===== src/logic/tfcd_regs.svh =====
// Constants for the transmit frame control decoder
//
// Notes on behaviour
// - MAC generates preamble and start delimiter itself for every frame with bytes after the control byte.
// - First byte at start of each frame is a control byte, not data.
// - Override bit 0 set: control byte decides huge, pad and CRC handling.
// - Override clear: control bits ignored, global frame configuration used.
// - Override with bit 3 set: whole frame sent regardless of maximum length.
// - Override with bit 3 clear: abort frame once maximum length is reached.
// - Override with bit 2 set: zero-pad short frames to 60 bytes.
// - Override with bit 2 clear: never add padding bytes.
// - Override with bit 1 set: compute and append CRC after last byte.
// - Override with bit 1 clear: no CRC appended, last four bytes checked.
// - Global pad code: 001 pads 60, x11 pads 64, 101 VLAN-aware, even none.
// - Global CRC bit set appends CRC; clear checks last four bytes, reports error.
// - Global oversize bit clear aborts long frames; set allows any size.
// - On finish or abort, write seven-byte status after the end pointer.
`ifndef TFCD_REGS_SVH
`define TFCD_REGS_SVH

// ----------------------------------------------------------------------
// Control byte fields
// ----------------------------------------------------------------------
`define TFCD_CB_OVERRIDE     0
`define TFCD_CB_CRC          1
`define TFCD_CB_PAD          2
`define TFCD_CB_HUGE         3

// ----------------------------------------------------------------------
// Frame constants
// ----------------------------------------------------------------------
`define TFCD_PREAMBLE_LEN    4'h7
`define TFCD_PREAMBLE_BYTE   8'h55
`define TFCD_SFD_BYTE        8'hd5
`define TFCD_MIN_SHORT       16'h003c
`define TFCD_MIN_LONG        16'h0040
`define TFCD_VLAN_TYPE       16'h8100
`define TFCD_TYPE_HI_POS     16'h000c
`define TFCD_TYPE_LO_POS     16'h000d
`define TFCD_CRC_INIT        32'hffffffff
`define TFCD_CRC_RESIDUE     32'hdebb20e3
`define TFCD_CRC_POLY        32'hedb88320
`define TFCD_STATUS_LEN      3'h7
`define TFCD_MAXLEN_RESET    16'h05ee

`endif


===== src/logic/tfcd_pkg.sv =====
// Types for the transmit frame control decoder
package tfcd_pkg;

  // ----------------------------------------------------------------------
  // Transmit sequencer states
  // ----------------------------------------------------------------------
  typedef enum logic [8:0] {
    TFCD_IDLE   = 9'h001,
    TFCD_CTRL   = 9'h002,
    TFCD_PRE    = 9'h004,
    TFCD_DATA   = 9'h008,
    TFCD_PAD    = 9'h010,
    TFCD_FCS    = 9'h020,
    TFCD_STAT   = 9'h040,
    TFCD_FLUSH  = 9'h080,
    TFCD_DONE   = 9'h100
  } tfcd_state_e;

endpackage : tfcd_pkg


===== src/logic/tfcd_fifo.sv =====
// Synchronous FIFO between buffer memory reader and the sequencer
`timescale 1ns/1ps
`default_nettype none
module tfcd_fifo
  import tfcd_pkg::*;
#(
  parameter int WIDTH = 9,
  parameter int DEPTH = 32
) (
  input  wire logic             sys_clk,
  input  wire logic             rst,
  input  wire logic [WIDTH-1:0] in_data,
  input  wire logic             in_valid,
  output logic                  in_ready,
  output logic      [WIDTH-1:0] out_data,
  output logic                  out_valid,
  input  wire logic             out_ready
);
  localparam int AW = $clog2(DEPTH);

  initial
  begin
    if (DEPTH < 2 || (1 << AW) != DEPTH || WIDTH < 1)
      $error("tfcd_fifo: DEPTH must be a power of two of at least 2");
  end

  logic [WIDTH-1:0] mem [DEPTH];
  logic [AW:0]      wr_ptr;
  logic [AW:0]      rd_ptr;
  logic             push;
  logic             pop;

  assign in_ready  = (wr_ptr - rd_ptr) != (AW+1)'(DEPTH);
  assign out_valid = wr_ptr != rd_ptr;
  assign push      = in_valid && in_ready;
  assign pop       = out_valid && out_ready;
  assign out_data  = mem[rd_ptr[AW-1:0]];

  always_ff @(posedge sys_clk)
  begin
    if (push)
      mem[wr_ptr[AW-1:0]] <= in_data;
  end

  always_ff @(posedge sys_clk)
  begin
    if (rst)
      wr_ptr <= '0;
    else if (push)
      wr_ptr <= wr_ptr + 1'b1;
  end

  always_ff @(posedge sys_clk)
  begin
    if (rst)
      rd_ptr <= '0;
    else if (pop)
      rd_ptr <= rd_ptr + 1'b1;
  end
endmodule : tfcd_fifo
`default_nettype wire


===== src/logic/tfcd_crc.sv =====
// Byte-wide Ethernet CRC-32 accumulator
`timescale 1ns/1ps
`default_nettype none
module tfcd_crc
  import tfcd_pkg::*;
(
  input  wire logic        sys_clk,
  input  wire logic        rst,
  input  wire logic        clear,
  input  wire logic        enable,
  input  wire logic [7:0]  data,
  output logic      [31:0] crc,
  output logic             residue_ok
);
  `include "tfcd_regs.svh"

  function automatic logic [31:0] crc_step(input logic [31:0] c, input logic [7:0] d);
    logic [31:0] r;
    r = c;
    for (int i = 0; i < 8; i++)
    begin
      if (r[0] ^ d[i])
        r = (r >> 1) ^ `TFCD_CRC_POLY;
      else
        r = r >> 1;
    end
    return r;
  endfunction : crc_step

  assign residue_ok = crc == `TFCD_CRC_RESIDUE;

  always_ff @(posedge sys_clk)
  begin
    if (rst || clear)
      crc <= `TFCD_CRC_INIT;
    else if (enable)
      crc <= crc_step(crc, data);
  end
endmodule : tfcd_crc
`default_nettype wire


===== src/logic/tfcd_top.sv =====
// Transmit frame control decode and frame formation sequencer
`timescale 1ns/1ps
`default_nettype none
module tfcd_top
  import tfcd_pkg::*;
#(
  parameter int FIFO_DEPTH = 32,
  parameter int ADDR_W     = 13
) (
  input  wire logic              sys_clk,
  input  wire logic              rst,
  // Transmit request from the host side
  input  wire logic              tx_start,
  input  wire logic [ADDR_W-1:0] tx_start_pointer,
  input  wire logic [ADDR_W-1:0] tx_end_pointer,
  output logic                   tx_busy,
  output logic                   tx_done,
  output logic                   tx_abort,
  // Global frame configuration
  input  wire logic [2:0]        global_pad_crc_code,
  input  wire logic              global_crc_append,
  input  wire logic              global_oversize_allow,
  input  wire logic [15:0]       max_frame_length,
  // Buffer memory port
  output logic                   mem_rd_en,
  output logic      [ADDR_W-1:0] mem_addr,
  input  wire logic [7:0]        mem_rd_data,
  output logic                   mem_wr_en,
  output logic      [7:0]        mem_wr_data,
  // Byte stream to the line
  output logic      [7:0]        line_data,
  output logic                   line_valid,
  output logic                   line_sof,
  output logic                   line_eof,
  input  wire logic              line_ready,
  // Result of the last frame
  output logic                   crc_error,
  output logic                   giant
);
  `include "tfcd_regs.svh"

  initial
  begin
    if (FIFO_DEPTH < 2 || ADDR_W < 4 || ADDR_W > 16)
      $error("tfcd_top: unsupported parameter values");
  end

  // ----------------------------------------------------------------------
  // Memory reader feeding the FIFO
  // ----------------------------------------------------------------------
  tfcd_state_e       state;
  logic [ADDR_W-1:0] rd_ptr;
  logic [ADDR_W-1:0] wr_ptr;
  logic              rd_active;
  logic              rd_pending;
  logic              rd_last_q;
  logic [8:0]        fifo_in;
  logic              fifo_in_valid;
  logic              fifo_in_ready;
  logic [8:0]        fifo_out;
  logic              fifo_out_valid;
  logic              fifo_out_ready;
  logic              issue;

  // At most one read in flight, so FIFO space is never overrun
  assign issue     = rd_active && !rd_pending && fifo_in_ready && state != TFCD_STAT;
  assign mem_rd_en = issue;
  assign fifo_in   = {rd_last_q, mem_rd_data};
  assign fifo_in_valid = rd_pending;

  always_ff @(posedge sys_clk)
  begin
    if (rst)
    begin
      rd_ptr     <= '0;
      rd_active  <= 1'b0;
      rd_pending <= 1'b0;
      rd_last_q  <= 1'b0;
    end
    else
    begin
      rd_pending <= issue;
      if (state == TFCD_IDLE && tx_start)
      begin
        rd_ptr    <= tx_start_pointer;
        rd_active <= 1'b1;
      end
      else if (issue)
      begin
        rd_last_q <= rd_ptr == tx_end_pointer;
        rd_ptr    <= rd_ptr + 1'b1;
        if (rd_ptr == tx_end_pointer)
          rd_active <= 1'b0;
      end
      // Reads go on through a flush so the last-byte mark reaches the FIFO
      else if (state == TFCD_DONE)
        rd_active <= 1'b0;
    end
  end

  tfcd_fifo #(
    .WIDTH (9),
    .DEPTH (FIFO_DEPTH)
  ) u_fifo (
    .sys_clk   (sys_clk),
    .rst       (rst),
    .in_data   (fifo_in),
    .in_valid  (fifo_in_valid),
    .in_ready  (fifo_in_ready),
    .out_data  (fifo_out),
    .out_valid (fifo_out_valid),
    .out_ready (fifo_out_ready)
  );

  // ----------------------------------------------------------------------
  // Control byte decode
  // ----------------------------------------------------------------------
  logic       ovr;
  logic       huge_en;
  logic [2:0] pad_mode;
  logic       crc_en;
  logic [7:0] ctrl;

  // Upper control bits are never looked at
  assign ovr = ctrl[`TFCD_CB_OVERRIDE];

  always_comb
  begin
    if (ovr)
    begin
      huge_en  = ctrl[`TFCD_CB_HUGE];
      pad_mode = ctrl[`TFCD_CB_PAD] ? 3'h1 : 3'h0;
      crc_en   = ctrl[`TFCD_CB_CRC];
    end
    else
    begin
      huge_en  = global_oversize_allow;
      pad_mode = global_pad_crc_code;
      crc_en   = global_crc_append;
    end
  end

  // ----------------------------------------------------------------------
  // Transmit sequencer
  // ----------------------------------------------------------------------
  logic [15:0] byte_cnt;
  logic [3:0]  sub_cnt;
  logic [15:0] type_field;
  logic [15:0] pad_target;
  logic        line_fire;
  logic        data_last;
  logic        over_limit;
  logic        crc_clear;
  logic        crc_en_step;
  logic [7:0]  crc_byte;
  logic [31:0] crc_val;
  logic        crc_ok;

  assign line_fire  = line_valid && line_ready;
  assign data_last  = fifo_out[8];
  assign over_limit = !huge_en && byte_cnt >= max_frame_length;

  always_comb
  begin
    if (pad_mode[0] == 1'b0)
      pad_target = '0;
    else if (pad_mode == 3'h5)
      pad_target = type_field == `TFCD_VLAN_TYPE ? `TFCD_MIN_LONG : `TFCD_MIN_SHORT;
    else if (pad_mode[1])
      pad_target = `TFCD_MIN_LONG;
    else
      pad_target = `TFCD_MIN_SHORT;
  end

  always_comb
  begin
    line_valid = 1'b0;
    line_data  = 8'h00;
    line_sof   = 1'b0;
    line_eof   = 1'b0;
    fifo_out_ready = 1'b0;
    unique case (state)
      TFCD_CTRL:
        fifo_out_ready = 1'b1;
      TFCD_PRE:
      begin
        line_valid = 1'b1;
        line_sof   = sub_cnt == 4'h0;
        line_data  = sub_cnt == `TFCD_PREAMBLE_LEN ? `TFCD_SFD_BYTE : `TFCD_PREAMBLE_BYTE;
      end
      TFCD_DATA:
      begin
        line_valid = fifo_out_valid && !over_limit;
        line_data  = fifo_out[7:0];
        line_eof   = data_last && !crc_en && byte_cnt + 16'h1 >= pad_target;
        fifo_out_ready = line_fire;
      end
      TFCD_PAD:
      begin
        line_valid = 1'b1;
        line_eof   = !crc_en && byte_cnt + 16'h1 >= pad_target;
      end
      TFCD_FCS:
      begin
        line_valid = 1'b1;
        line_data  = crc_byte;
        line_eof   = sub_cnt == 4'h3;
      end
      TFCD_FLUSH:
        fifo_out_ready = 1'b1;
      default:
        fifo_out_ready = 1'b0;
    endcase
  end

  assign crc_byte    = ~crc_val[8*sub_cnt[1:0] +: 8];
  assign crc_clear   = state == TFCD_PRE;
  assign crc_en_step = line_fire && (state == TFCD_DATA || state == TFCD_PAD);

  tfcd_crc u_crc (
    .sys_clk    (sys_clk),
    .rst        (rst),
    .clear      (crc_clear),
    .enable     (crc_en_step),
    .data       (line_data),
    .crc        (crc_val),
    .residue_ok (crc_ok)
  );

  always_ff @(posedge sys_clk)
  begin
    if (rst)
    begin
      state      <= TFCD_IDLE;
      ctrl       <= 8'h00;
      byte_cnt   <= '0;
      sub_cnt    <= '0;
      type_field <= '0;
      tx_abort   <= 1'b0;
      giant      <= 1'b0;
      crc_error  <= 1'b0;
    end
    else
    begin
      unique case (state)
        TFCD_IDLE:
          if (tx_start)
          begin
            state    <= TFCD_CTRL;
            tx_abort <= 1'b0;
            giant    <= 1'b0;
            crc_error <= 1'b0;
          end
        TFCD_CTRL:
          if (fifo_out_valid)
          begin
            ctrl     <= fifo_out[7:0];
            sub_cnt  <= '0;
            byte_cnt <= '0;
            type_field <= '0;
            state    <= data_last ? TFCD_STAT : TFCD_PRE;
          end
        TFCD_PRE:
          if (line_fire)
          begin
            sub_cnt <= sub_cnt + 4'h1;
            if (sub_cnt == `TFCD_PREAMBLE_LEN)
              state <= TFCD_DATA;
          end
        TFCD_DATA:
          if (over_limit && fifo_out_valid)
          begin
            giant    <= 1'b1;
            tx_abort <= 1'b1;
            state    <= data_last ? TFCD_STAT : TFCD_FLUSH;
          end
          else if (line_fire)
          begin
            byte_cnt <= byte_cnt + 16'h1;
            if (byte_cnt == `TFCD_TYPE_HI_POS)
              type_field[15:8] <= line_data;
            if (byte_cnt == `TFCD_TYPE_LO_POS)
              type_field[7:0] <= line_data;
            sub_cnt <= '0;
            if (data_last)
            begin
              if (byte_cnt + 16'h1 < pad_target)
                state <= TFCD_PAD;
              else if (crc_en)
                state <= TFCD_FCS;
              else
                state <= TFCD_STAT;
            end
          end
        TFCD_PAD:
          if (line_fire)
          begin
            byte_cnt <= byte_cnt + 16'h1;
            if (byte_cnt + 16'h1 >= pad_target)
              state <= crc_en ? TFCD_FCS : TFCD_STAT;
          end
        TFCD_FCS:
          if (line_fire)
          begin
            sub_cnt <= sub_cnt + 4'h1;
            if (sub_cnt == 4'h3)
              state <= TFCD_STAT;
          end
        TFCD_FLUSH:
          if (fifo_out_valid && data_last)
            state <= TFCD_STAT;
        TFCD_STAT:
        begin
          if (sub_cnt == 4'h0 && !crc_en && !tx_abort)
            crc_error <= !crc_ok;
          sub_cnt <= '0;
          if (wr_ptr == tx_end_pointer + ADDR_W'(`TFCD_STATUS_LEN))
            state <= TFCD_DONE;
        end
        TFCD_DONE:
          state <= TFCD_IDLE;
        default:
          state <= TFCD_IDLE;
      endcase
    end
  end

  // ----------------------------------------------------------------------
  // Status record writer
  // ----------------------------------------------------------------------
  logic [55:0] status_vec;
  logic [2:0]  stat_idx;

  assign stat_idx   = 3'(wr_ptr - tx_end_pointer - 1'b1);
  assign status_vec = {4'h0, type_field == `TFCD_VLAN_TYPE, 3'h0, byte_cnt,
                       1'b0, giant, 6'h00, !tx_abort, 1'b0, 1'b0,
                       !crc_en && !tx_abort && !crc_ok, 4'h0,
                       byte_cnt + (crc_en && !tx_abort ? 16'h4 : 16'h0)};

  always_ff @(posedge sys_clk)
  begin
    if (rst)
    begin
      wr_ptr      <= '0;
      mem_wr_en   <= 1'b0;
      mem_wr_data <= 8'h00;
      tx_done     <= 1'b0;
    end
    else
    begin
      tx_done   <= state == TFCD_DONE;
      mem_wr_en <= 1'b0;
      if (state != TFCD_STAT)
        wr_ptr <= tx_end_pointer + 1'b1;
      else if (wr_ptr != tx_end_pointer + ADDR_W'(`TFCD_STATUS_LEN) + 1'b1)
      begin
        mem_wr_en   <= 1'b1;
        mem_wr_data <= status_vec[8*stat_idx +: 8];
        wr_ptr      <= wr_ptr + 1'b1;
      end
    end
  end

  assign mem_addr = state == TFCD_STAT || mem_wr_en ? wr_ptr - ADDR_W'(mem_wr_en) : rd_ptr;
  assign tx_busy  = state != TFCD_IDLE;
endmodule : tfcd_top
`default_nettype wire


===== config.mk =====
export PLATFORM = sky130hd
export DESIGN_NAME = tfcd_top
export DESIGN_NICKNAME = d
export VERILOG_FILES = /design/src/logic/tfcd_pkg.sv /design/src/logic/tfcd_fifo.sv /design/src/logic/tfcd_crc.sv /design/src/logic/tfcd_top.sv
export VERILOG_INCLUDE_DIRS = /design/src /design/src/logic
export SDC_FILE = /design/constraint.sdc
export NUM_CORES = 1
export LEC_CHECK = 0
export ABC_AREA = 1
export BUFFER_PORTS_ARGS = -buffer_cell sky130_fd_sc_hd__buf_2
export CORE_UTILIZATION = 62
export DETAILED_ROUTE_END_ITERATION = 7
export GPL_ROUTABILITY_DRIVEN = 0
export PLACE_DENSITY = 0.83
export SLEW_MARGIN = 20
export SYNTH_ARGS = -nofsm -noshare
export SYNTH_HDL_FRONTEND = slang
export SYNTH_SLANG_ARGS = --single-unit

===== constraint.sdc =====
create_clock -name sys_clk -period 3.4 [get_ports sys_clk]
set_input_delay 0.51 -clock sys_clk [delete_from_list [all_inputs] [get_ports sys_clk]]
set_output_delay 0.51 -clock sys_clk [all_outputs]
set_load 0.01 [all_outputs]

# Word-level counts from Yosys, hierarchy flattened
# Memory sizes are Yosys's and may differ from the RTL's. A register that Yosys moved wholly into a read port is not among the register bits.
# Index checks and enable logic that the tools add are counted.
[classes]
n_mux = 88
multipliers = 0
eq_ne = 43
div_mod_pow = 0
n_addsub = 14
n_shift = 2
n_bitwise = 19
n_reduce_logical = 53
n_lt_le_gt_ge = 3
[op_table]
columns = ["cell", "count"]
rows = [
  ["two-way mux 32 bit", 22],
  ["two-way mux 9 bit", 13],
  ["NOT 13 -> 14 bit", 8],
  ["two-way mux 16 bit", 5],
  ["case mux 9 bit (8 select lines)", 1],
  ["two-way mux 13 bit", 5],
  ["variable part select 56 x 7 -> 8 bit", 1],
  ["adder 13 x 1 -> 13 bit (second input constant)", 4],
  ["two-way mux 7 bit", 7],
  ["case mux 16 bit (3 select lines)", 1],
  ["== test 16 x 4 -> 1 bit (second input constant)", 2],
  ["== test 32 bit (second input constant)", 1],
  ["greater-or-equal comparator 16 bit", 2],
  ["two-way mux 8 bit", 4],
  ["case mux 16 bit (2 select lines)", 1],
  ["variable part select 32 x 6 -> 8 bit", 1],
  ["== test 13 bit", 2],
  ["!= test 2 bit (second input constant)", 12],
  ["case mux 8 bit (3 select lines)", 1],
  ["logical AND 1 bit", 20],
  ["adder 16 x 1 -> 16 bit (second input constant)", 1],
  ["adder 16 x 3 -> 16 bit", 1],
  ["== test 16 bit (second input constant)", 1],
  ["< comparator 16 bit", 1],
  ["other kinds (49)", 105],
]
[word_totals]
mem_bits_rw = 288
memories = 1
latch_bits = 0
out_inout_bits = 39
rom_bits = 0
wordCells = 242
ff_bits = 134
inputBits = 59
[mem_list]
columns = ["memory", "depth", "width", "rd", "rd_clocked_by_memory_dff", "wr", "line", "rtl"]
rows = [
  ["u_fifo.mem", 32, 9, 1, 1, 1, "tfcd_fifo.sv:27", "logic [WIDTH-1:0] mem [DEPTH];"],
]

# Longest topological paths before layout
# Gate-level depths: netlist of the first run.
[depth]
ltp_word = 36
ltp_mapped = 23
depth_no_buf = 22

# Modules after synthesis
# From an unflattened synthesis of the first run, not the netlist that was laid out.
[unflattened]
cells_unflattened = 2775
hier_area_um2 = 23032.1
[modules_own_cells]
columns = ["module", "area_per_inst_um2", "cells_per_inst", "instances", "seq_area_each_um2"]
rows = [
  ["tfcd_fifo", 12564.6, 979, 1, 8988.6],
  ["tfcd_top", 8109.0, 1395, 1, 1801.7],
  ["tfcd_crc", 2358.5, 401, 1, 640.6],
]

# Worst setup path before layout of the first run
# Ideal clock, no wire load.
[synth_timing]
path_kind = "register -> register"
startpoint = "reg u_fifo.rd_ptr[1]"
endpoint = "mem u_fifo.mem[31][0], enable pin"
setup_ns = 0.389
slack_ns = 0.615
n_path_buf = 0
t_arrival_ns = 2.396
period_less_slack_ns = 2.785
path_stages_with_launch = 15
required_ns = 3.011
path_cell_list = "dfxtp_1 -> inv_1 -> ha_1 -> inv_1 -> o21bai_1 -> a21oi_1 -> o21bai_1 -> nand2_1 -> nand2_1 -> nand2_1 -> nand3_1 -> nand2_1 -> inv_1 -> nand2_1 -> nor3_1"
[synth_via]
elab_chain_len = 5
[synth_rtl]
columns = ["element", "line", "rtl"]
rows = [
  ["start: declaration", "tfcd_fifo.sv:29", "logic [AW:0] rd_ptr;"],
  ["start signal: assignment", "tfcd_fifo.sv:58", "rd_ptr <= rd_ptr + 1'b1;"],
  ["subtractor 6 bit", "tfcd_fifo.sv:33", "assign in_ready = (wr_ptr - rd_ptr) != (AW+1)'(DEPTH);"],
  ["!= test 6 bit", "tfcd_fifo.sv:33", ""],
  ["logical AND 1 bit", "tfcd_fifo.sv:35", "assign push = in_valid && in_ready;"],
  ["two-way mux 1 bit", "tfcd_fifo.sv:41", "if (push)"],
  ["two-way mux 1 bit (implied by the code)", "tfcd_fifo.sv:42", "mem[wr_ptr[AW-1:0]] <= in_data;"],
  ["end: declaration", "tfcd_fifo.sv:27", ""],
]
# No other way between the ends.

# Final worst setup path of the first run
[layout_timing]
startpoint = "reg ctrl[0]"
endpoint = "out line_eof"
[layout_via]
elab_chain_len = 7
word_cells_on_any_way = 12
classes_between = "order compare: 1; eq/ne: 1; mux: 6; reduce/logical: 4"
[layout_rtl]
columns = ["element", "line", "rtl"]
rows = [
  ["start: declaration", "tfcd_top.sv:122", "logic [7:0] ctrl;"],
  ["start signal: assignment", "tfcd_top.sv:257", "ctrl <= fifo_out[7:0];"],
  ["two-way mux 3 bit", "tfcd_top.sv:129", "if (ovr)"],
  ["== test 3 bit or two-way mux 7 bit (tied branches)", "tfcd_top.sv:167, tfcd_top.sv:169", ""],
  ["two-way mux 7 bit", "tfcd_top.sv:167", "else if (pad_mode == 3'h5)"],
  ["two-way mux 7 bit", "tfcd_top.sv:165", "if (pad_mode[0] == 1'b0)"],
  ["greater-or-equal comparator 16 bit", "tfcd_top.sv:195, tfcd_top.sv:201", ""],
  ["logical AND 1 bit (on tied branches)", "tfcd_top.sv:201, tfcd_top.sv:195", ""],
  ["case mux 1 bit (3 select lines) *", "tfcd_top.sv:182", "unique case (state)"],
  ["end: declaration", "tfcd_top.sv:34", "output logic line_eof,"],
]
# Every way passes the cells marked *; elsewhere a longest branch is shown, timed or not.

==> results of run 1 <==
cell usage after synthesis, types with 32 or more instances:
cell type / n
clkbuf_1: 34
nand2_1: 733
o21ai_0: 126
dfxtp_1: 139
nand3_1: 338
buf_2: 35
nor2_1: 194
edfxtp_1: 288
a21oi_1: 129
nand4_1: 32
nor3_1: 32
xor2_1: 68
ha_1: 44
inv_1: 221
critical path, stage by stage (launching register included):
cell,delay [ps]
dfxtp_4,340
inv_2,30
or2_4,230
o21ai_4,70
inv_2,60
nand2_2,70
nor2_2,40
o21a_1,200
nor2_2,150
inv_2,110
ha_4,250
inv_1,50
nor2_1,50
nor2_2,150
nor2_4,60
nor2_2,130
nand4_1,160
nand2_1,120
o21ai_1,70
buf_2,160
path summary, 6_finish.rpt:
path                             to  slack [ps]                 from
setup / recovery           line_eof        -200              ctrl[0]
hold / removal            rd_ptr[7]         220  tx_start_pointer[7]
setup reg to reg  u_fifo.mem[31][0]         270     u_fifo.rd_ptr[1]
hold reg to reg       type_field[9]         450        type_field[9]
repair_timing:
item	4_1_cts	5_1_grt
endpoints found under the setup margin	2	6
pin swaps	12	12
gates resized for setup	17	25
buffers inserted	6	3
cells by family (layout without fill, tap and decap cells):
logic type | Yosys count | count (layout) | share of synthesized area (%)
adders and majority gates | 45 | 45 | 2.50
xor gates and xnor gates | 93 | 93 | 3.75
AOI/OAI and AO/OA | 348 | 348 | 8.59
DFF | 427 | 427 | 50.0
and+or+nand+nor | 1437 | 1437 | 28.3
buffers and inverters | 348 | 500 | 6.82
muxes | 1 | 1 | 0.0438
layer usage:
metal  GRT usage [%]  wire length [um]
met1            42.6             24100
met4            12.5              2020
met5               0                 0
met2            51.8             28300
met3            4.73              6190
stage by stage:
stage / util (%) / cells / cell area, sq um / total power [mW]
floorplan: - / 2699 / 22900 / 7.90
global placement: 66.6 / 3222 / 23900 / 8.58
detailed placement: 66.6 / 3222 / 23900 / 8.68
CTS: 70.9 / 3309 / 25500 / 13.5
global route: 71.2 / 3312 / 25600 / 14.1
finish: 71.2 / 3312 / 25600 / 13.6
sequential cells by signal, indices dropped and copies added (netlist names), 4 cells and up, named ones only:
name           flops
type_field        16
state              9
u_crc.crc         32
ctrl               4
wr_ptr            13
byte_cnt          16
mem_wr_data        8
u_fifo.rd_ptr      6
u_fifo.wr_ptr      6
sub_cnt            4
rd_ptr            13
u_fifo.mem       288
cell type report:
cell class              instances  area share (%)
flip-flops and latches        427            44.7
multi-input cells            1924            39.2
clock buffers                  64            4.88
repair buffers                177            4.64
inverters                     242            3.61
well taps                     461            2.25
clock inverters                17           0.709
power groups by stage:
| stage | clock [mW] | combinational (mW) | sequential, mW |
|---|---|---|---|
| 2_1_floorplan | 0 | 1.85 | 6.05 |
| 3_3_place_gp | 0 | 2.42 | 6.16 |
| 3_5_place_dp | 0 | 2.50 | 6.18 |
| 4_1_cts | 4.84 | 2.56 | 6.07 |
| 5_1_grt | 5.05 | 2.94 | 6.10 |
| 6_report | 4.82 | 2.66 | 6.09 |
==> out/results.txt, run 1 <==
Starting density of the core -> 63.6%
Final slew viol count -> 0
Static Leak -> 10.5 nW
DRT iter0 DRCs -> 2068
Highest Clock Rate -> 278 MHz
Remaining DRCs -> 0
Syn nets -> 2803
Worst rel slew slack -> 46.9%
ANT cells -> 0
DRT antenna net count -> 0
Post-synthesis sequential area ratio -> 50.0%
Placeable Area -> 35900 sq um
I/O Buffers -> 97
Sw Ratio -> 30.3%
First-pass GRT wire length -> 95500 um
Die W -> 194 um
HPWL after detailed placement -> 40900 um
Layout cells sized above 1 -> 13.7%
Area of the multi-input gates -> 10000 sq um
WL final -> 60600 um
Die ar. -> 37600 sq um
Worst clock skew -> 8.40 ps
Worst hold path class -> in2reg
Pin count of the biggest net entering global routing -> 75
Die extent in y -> 194 um
TritonCTS clock tree -> built
Final Cycle Share -> 106%
Cell accounting for the most synthesized area -> edfxtp_1
Clock Tree Root -> clkbuf_16
Seq pwr share -> 44.9%
Worst slew pin tran -> 794 ps
Max-cap violations -> 0
# setup viols final -> 1
Clock power share -> 35.5%
Synthesis-to-layout area growth -> 11.9%
Avg Synthesized Cell Area -> 8.47 sq um
Synth warn -> 0
Failing checks -> negative setup slack
Initial antenna violation count -> 0
Setup total negative slack -> -203 ps
CP startpoint kind -> flop
Crit-path max FO -> 3
Top post-synthesis cells by area -> edfxtp_1 (38%), dfxtp_1 (12%), nand2_1 (12%)
Switch Pwr -> 4.11 mW
Logic pwr share -> 19.6%
Register area -> 11400 sq um
Post-synthesis cell type count -> 66
Commonest non-fill, non-tap cell in the layout -> nand2_1
Final WS setup -> -203 ps
All-layer global routing usage -> 31.7%
Cells after Synth -> 2699
Top cell type's share of synthesized area -> 37.8%
Final Critical Period -> 3600 ps
CTS Buf Count -> 44
Ys async rst share -> 0%
Cells on worst reg2reg path -> 15
Htree depth -> 2
Top_reg_cell synth -> edfxtp_1
Dpl ws -> 240 ps
Final #Nets -> 2920
Status -> finished with violations
CP Capture Type -> primary output
Filler instances -> 2616
Vias in the first global route -> 18900
Number of core rows -> 69
Int Power -> 9.46 mW
Vias per cell -> 6.02
Via count -> 19900
CTS Sinks -> 427
Most frequent cells in the layout -> nand2_1 (730), nand3_1 (336), edfxtp_1 (288), inv_1 (218), nor2_1 (187)
Wire length per cell -> 18.3 um
Peak VDD IR -> 0.520 mV
Clk pin slew, worst setup/hold paths -> 60 ps
First-pass DRT Iterations -> 6
WS Path Type -> reg2out
Worst-Skew Late Latency -> 570 ps
Worst Path Arrival -> 3090 ps
Fin. Hold Viols -> 0
RSZ-0062 raised after global routing -> yes
Congestion Overflow GR -> 0
Power per cell area -> 531 nW/um^2
Post-cts hold buffer count -> 0
IO Count -> 98
Worst hold slack -> 221 ps
WP data required -> 2890 ps
Seq cells post-synth -> 427
Post-synth EDFFs -> 288
Worst Hold Depth -> 3
Maximum buffer depth of the clock tree -> 3
Mapped Area -> 22900 sq um
No activity file was read; power rests on OpenSTA's default activity.
==> inputs of run 2 (changes only) <==
ABC_AREA = default   (was 1)
CORE_ASPECT_RATIO = 1.2   (was default)
CORE_UTILIZATION = 25   (was 62)
PLACE_DENSITY = 0.42   (was 0.83)
==> out/results.txt, run 2 <==
Status -> finished with violations
Failing checks -> negative setup slack
Synth cell count leaders -> edfxtp_1 (288), nor2_1 (189), dfxtp_1 (139), xnor2_1 (106), nand2_1 (104)
Syn nets -> 1927 (-31%)
Most frequent cells in the layout -> edfxtp_1 (288), buf_4 (245), nor2_1 (177), dfxtp_1 (124), nand2_1 (104)
DRT antenna net count -> 0 (unchanged)
Static Leak -> 10.6 nW (+0.50%)
Final WS setup -> -634 ps (-431 ps)
Worst-Skew Late Latency -> 650 ps (+80 ps)
Vias in the first global route -> 16200 (-14%)
TritonCTS clock tree -> built
Worst slew pin tran -> 836 ps (+41.4 ps)
Top cell type's share of synthesized area -> 39.6% (+1.8 points)
Peak VDD IR -> 0.478 mV (-8.0%)
Top post-synthesis cells by area -> edfxtp_1 (40%), dfxtp_1 (13%), mux4_2 (8.9%)
Post-cts hold buffer count -> 0 (unchanged)
Die ar. -> 88500 sq um (+140%)
Post-synth EDFFs -> 288 (unchanged)
Post-Layout Cell Count -> 3375 (+1.9%)
I/O Buffers -> 97 (unchanged)
WS Path Type -> reg2out
# setup viols final -> 61 (+60)
Max-cap violations -> 0 (unchanged)
Final #Nets -> 2298 (-21%)
Worst rel slew slack -> 44.2% (-2.7 points)
Die W -> 272 um (+40%)
Placeable Area -> 86400 sq um (+140%)
Seq cells post-synth -> 427 (unchanged)
HPWL after detailed placement -> 48300 um (+18%)
Worst hold path class -> in2reg
Slowest cell on crit path -> dfxtp_2
Final Cycle Share -> 119% (+13 points)
Number of core rows -> 118 (+71%)
Top_reg_cell synth -> edfxtp_1
Wire length per cell -> 20.1 um (+9.7%)
Maximum buffer depth of the clock tree -> 3 (unchanged)
Cell accounting for the most synthesized area -> edfxtp_1
Clk pin slew, worst setup/hold paths -> 60 ps (about the same)
Congestion Overflow GR -> 0 (unchanged)
RSZ-0062 raised after global routing -> yes
Final slew viol count -> 0 (unchanged)
CP startpoint kind -> flop
Slowest cell delay on critical path -> 330 ps (about the same)
CTS Sinks -> 427 (unchanged)
Ys async rst share -> 0% (unchanged)
Final Critical Period -> 4030 ps (+431 ps)
WP data required -> 2890 ps (about the same)
Mapped Area -> 21800 sq um (-4.5%)
CP delay by family, top -> simple AND/OR/NAND/NOR gates
Commonest non-fill, non-tap cell in the layout -> edfxtp_1
Remaining DRCs -> 0 (unchanged)
Htree depth -> 2 (unchanged)
Synthesis-to-layout area growth -> 33.4%
Pin count of the biggest net entering global routing -> 64 (-15%)
CP Capture Type -> primary output
Starting density of the core -> 25.3% (-38 points)
Post-synthesis cell type count -> 86 (+30%)
Highest Clock Rate -> 248 MHz (-11%)
Dpl ws -> -732 ps (-972 ps)
Worst clock skew -> 83.2 ps (+74.8 ps)
Clock Tree Root -> clkbuf_16
Die extent in y -> 326 um (+68%)
Crit-path max FO -> 2 (-1)
Worst Path Arrival -> 3520 ps (+430 ps)
Power per cell area -> 463 nW/um^2 (-13%)
IO Count -> 98 (unchanged)
Worst path bufs/invs -> 2 (-3)
DP Cell Count -> 3218 (-0.12%)
Cells after Synth -> 1823 (-32%)
First-pass GRT wire length -> 103000 um (+8.0%)
Layout cells sized above 1 -> 34.8% (+21 points)
DRT iter0 DRCs -> 869 (-58%)
Post-synthesis sequential area ratio -> 52.4% (+2.4 points)
Synth warn -> 0 (unchanged)
Fin. Hold Viols -> 0 (unchanged)
Initial antenna violation count -> 0 (unchanged)
Max FFs per register -> 288 (unchanged)
Via count -> 15800 (-21%)
Avg Synthesized Cell Area -> 12.0 sq um (+41%)
First-pass DRT Iterations -> 5 (-1)
Cells along the critical path -> nor4_2, nand4_1, nor2_2, buf_6, a21oi_4, a22oi_2, ha_1, a21o_1, a21oi_2, o21ai_1, nor4_1, nor4b_4, o21a_2, o31ai_4, buf_2
WL final -> 67700 um (+12%)
CTS Buf Count -> 50 (+14%)
All-layer global routing usage -> 15.2% (-16 points)
Vias per cell -> 4.70 (-22%)
Leading cell type by number of instances after synthesis -> edfxtp_1
[run 2: cell count changes after synthesis, sizes merged, moves of 62 or more]
| cell | delta |
|---|---|
| nand2 | -667 |
| nand3 | -297 |
| inv | -188 |
| mux4 | +92 |
| xnor2 | +92 |
| a21oi | -62 |
[run 2: metrics by stage]
step	util, %	area (sq um)	total power [mW]	hold WS [ps]	setup TNS (ps)
6_report	33.7	29100	13.5	190	-18920
5_1_grt	33.7	29100	14.0	177	-31900
4_1_cts	33.2	28700	13.6	157	-18240
3_3_place_gp	29.7	25600	7.81	444	-51370
2_1_floorplan	-	22000	6.98	432	-42.5
3_5_place_dp	29.7	25600	7.83	456	-50410
[run 2: worst paths after layout]
kind | from | to | slack, ps | depth (start not counted)
max reg2reg | type_field[12] | rd_ptr[9] | -560 | 23
min | tx_start_pointer[10] | rd_ptr[10] | 190 | 3
max | type_field[12] | line_eof | -630 | 15
min reg2reg | rd_active | rd_active | 460 | 2
[run 2: worst reg2reg max path: stages (launching register included)]
cell and delay, ps:
dfxtp_2 330, nor4_2 260, nand4_1 130, nor2_2 140, buf_6 140, a21oi_4 60
a22oi_2 150, ha_1 270, a21o_1 180, a21oi_2 110, o21ai_1 80, nor4_1 230
nor4b_4 300, o21a_2 270, buf_4 140, buf_6 80, buf_6 80, buf_6 80
buf_6 90, a21oi_4 60, o311ai_4 240, buf_12 210, nor2_1 60, a211oi_2 200
[run 2: power by group]
part	total [mW]	switching, mW	internal [mW]
clock network	5.40	2.26	3.14
logic	2.21	1.18	1.03
registers	5.87	0.190	5.68
total	13.5	3.63	9.84
[run 2: logic make-up (layout without fill, tap and decap cells)]
kind of cell | count (synthesis) | after routing | synth area share [%]
AOI/OAI and AO/OA | 294 | 294 | 8.60
adders and majority gates | 45 | 45 | 2.61
other | 0 | 1 | 0
xor gates and xnor gates | 181 | 181 | 8.13
DFF | 427 | 427 | 52.4
muxes | 129 | 129 | 11.3
and+or+nand+nor | 579 | 579 | 13.4
buffers and inverters | 168 | 579 | 3.56
[run 2: repair_timing]
| item | in CTS | in global routing |
|---|---|---|
| setup endpoints to repair | 127 | 90 |
| buffers inserted | 56 | 20 |
| cloned | 3 | 1 |
| pin swaps | 74 | 83 |
| resized for setup | 207 | 81 |
| endpoints found under the hold margin | 0 | 0 |
[run 2: layout make-up]
class / instances / area (sq um)
fillers: 8613 / 57200
flip-flops and latches: 427 / 11500
multi-input cells: 1228 / 10600
repair buffers: 439 / 3790
well taps: 1140 / 1430
clock buffers: 62 / 1310
clock inverters: 30 / 357
inverters: 48 / 185
diodes: 1 / 2.50
[run 2: metal layers]
| metal | GRT usage [%] | wire, um | up-vias |
|---|---|---|---|
| met5 | 0 | 0 | - |
| met4 | 3.97 | 1570 | 0 |
| met3 | 2.00 | 2160 | 84 |
| met2 | 28.1 | 35900 | 285 |
| met1 | 18.5 | 28100 | 7945 |
| li1 | - | - | 7532 |
==> inputs of run 3 (changes only) <==
clock period = 4.42 ns   (was 3.4 ns; I/O delays follow)
==> out/results.txt, run 3 (synthesized netlist as in run 2, its figures left out) <==
Worst hold slack -> 359 ps (+169 ps)
Logic pwr share -> 12.8% (-3.6 points)
Final #Nets -> 2095 (-8.8%)
Crit-path max FO -> 2 (unchanged)
Commonest non-fill, non-tap cell in the layout -> edfxtp_1
First-pass GRT wire length -> 99400 um (-3.7%)
Final Critical Period -> 4310 ps
Worst slew pin tran -> 846 ps (+10.7 ps)
Int Power -> 7.32 mW (-26%)
Slowest cell on crit path -> dfxtp_2
WL final -> 65700 um (-2.9%)
Vias per cell -> 4.78 (+1.9%)
CP Capture Type -> primary output
Via count -> 15200 (-4.3%)
Sw Ratio -> 26.6% (-0.34 points)
Filler instances -> 8778 (+1.9%)
RSZ-0062 raised after global routing -> yes
HPWL after detailed placement -> 46600 um (-3.4%)
Die ar. -> 88500 sq um (unchanged)
Final Util -> 30.2% (-3.5 points)
Worst Hold Depth -> 3 (unchanged)
CTS Sinks -> 427 (unchanged)
R2r endpoint -> state[6]
Worst Path Arrival -> 3650 ps (+130 ps)
Worst clock skew -> 50.3 ps (-33.0 ps)
Hold EP -> rd_ptr[10]
CP startpoint kind -> flop
WP data required -> 3760 ps (+870 ps)
Final Cycle Share -> 97.5%
Max FFs per register -> 288 (unchanged)
CTS Buf Count -> 50 (unchanged)
Status -> finished clean
Die extent in y -> 326 um (unchanged)
Final slew viol count -> 0 (unchanged)
DRT antenna net count -> 0 (unchanged)
Cells along the critical path -> nor4_4, nand4_1, nor2_4, a21oi_4, a22oi_2, ha_1, a21o_1, a21oi_2, o21ai_1, nor4_2, nor4b_4, buf_4, o21a_4, o31ai_4, buf_2
Most frequent cells in the layout -> edfxtp_1 (288), nor2_1 (187), dfxtp_1 (133), buf_4 (130), xnor2_1 (106)
PnR Total Power -> 9.97 mW (-26%)
# setup viols final -> 0 (-100%)
Max-cap violations -> 0 (unchanged)
Worst hold path class -> in2reg
Clk pin slew, worst setup/hold paths -> 50 ps (about the same)
Pin count of the biggest net entering global routing -> 67 (+4.7%)
Htree depth -> 2 (unchanged)
Cells on worst reg2reg path -> 25 (+8.7%)
IO Count -> 98 (unchanged)
Number of core rows -> 118 (unchanged)
Peak VDD IR -> 0.277 mV (-42%)
Seq pwr share -> 45.7% (+2.1 points)
Critical R2R Launch -> type_field[9]
Worst rel slew slack -> 43.6% (-0.58 points)
Die W -> 272 um (unchanged)
CP delay by family, top -> simple AND/OR/NAND/NOR gates
Synthesis-to-layout area growth -> 19.6%
Switch Pwr -> 2.65 mW (-27%)
Maximum buffer depth of the clock tree -> 3 (unchanged)
Congestion Overflow GR -> 0 (unchanged)
Placeable Area -> 86400 sq um (unchanged)
First-pass DRT Iterations -> 7 (+2)
Beginning of the worst hold path -> tx_start_pointer[10]
Clock power share -> 41.5% (+1.4 points)
WS Path Type -> reg2out
FF-to-FF setup slack -> 350 ps (+910 ps)
Initial antenna violation count -> 3 (+3)
TritonCTS clock tree -> built
Remaining DRCs -> 0 (unchanged)
Clock Tree Root -> clkbuf_16
Wire length per cell -> 20.7 um (+3.4%)
DRT iter0 DRCs -> 1019 (+17%)
Vias in the first global route -> 15500 (-4.0%)
Static Leak -> 9.06 nW (-14%)
Highest Clock Rate -> 232 MHz
Layout cells sized above 1 -> 22.5% (-12 points)
Starting density of the core -> 25.3% (unchanged)
All-layer global routing usage -> 14.7% (-0.51 points)
Fin. Hold Viols -> 0 (unchanged)
Power per cell area -> 382 nW/um^2 (-17%)
I/O Buffers -> 97 (unchanged)
Slowest cell delay on critical path -> 330 ps (about the same)
Worst-Skew Late Latency -> 610 ps (-40 ps)
Worst path bufs/invs -> 2 (unchanged)
-- run 3: repair_timing --
action	4_1_cts	5_1_grt
setup buffers	16	2
hold buffers	0	0
gates resized for setup	21	8
pin swaps	11	14
setup endpoints to repair	13	4
-- run 3: worst max-delay path by stage --
stage | from | to | cells after the start
3_5_place_dp | type_field[9] | rd_ptr[4] | 17
5_1_grt | type_field[9] | line_eof | 15
3_3_place_gp | type_field[9] | line_eof | 15
6_report | type_field[9] | line_eof | 15
4_1_cts | type_field[12] | line_eof | 14
2_1_floorplan | tx_end_pointer[0] | wr_ptr[10] | 16
-- run 3: metal layers --
layer	GRT usage [%]	share of wire, %	vias up
li1	-	-	7145
met1	17.8	42	7587
met3	2.04	3.6	113
met2	26.5	51	310
met5	0	0.040	-
met4	5.26	3.3	4
-- run 3: area by class of cell --
| class | instances | area [sq um] | area share (%) |
|---|---|---|---|
| sequential | 427 | 11400 | 43.8 |
| multi-input combinational | 1228 | 9780 | 37.5 |
| timing repair buffer | 236 | 1630 | 6.24 |
| tap | 1140 | 1430 | 5.46 |
| clock buffer | 58 | 1320 | 5.06 |
| clock inverter | 31 | 329 | 1.26 |
| inverter | 48 | 180 | 0.690 |
| antenna | 1 | 2.50 | 0.00958 |
-- run 3: per-stage QoR --
step / setup TNS [ps] / std cells / setup slack [ps] / instance area [sq um]
2_1_floorplan: 0 / 1823 / 331 / 21800
3_3_place_gp: -1990 / 3066 / -206 / 24200
3_5_place_dp: -1310 / 3066 / -141 / 24200
4_1_cts: -1.11 / 3170 / -1.11 / 26100
5_1_grt: -89.0 / 3168 / -89.0 / 26100
6_report: 0 / 3169 / 111 / 26100
-- run 3: tightest hold or removal path, cell delays in order --
cell      delay [ps]
buf_2             90
nor2_1            90
a211oi_1          50
-- run 3: power by group through the flow --
stage,sequential [mW],combinational (mW),clock [mW]
floorplan,4.54,0.826,0
global placement,4.64,1.24,0
detailed placement,4.64,1.26,0
CTS,4.56,1.29,4.28
global route,4.56,1.41,4.42
finish,4.56,1.27,4.14
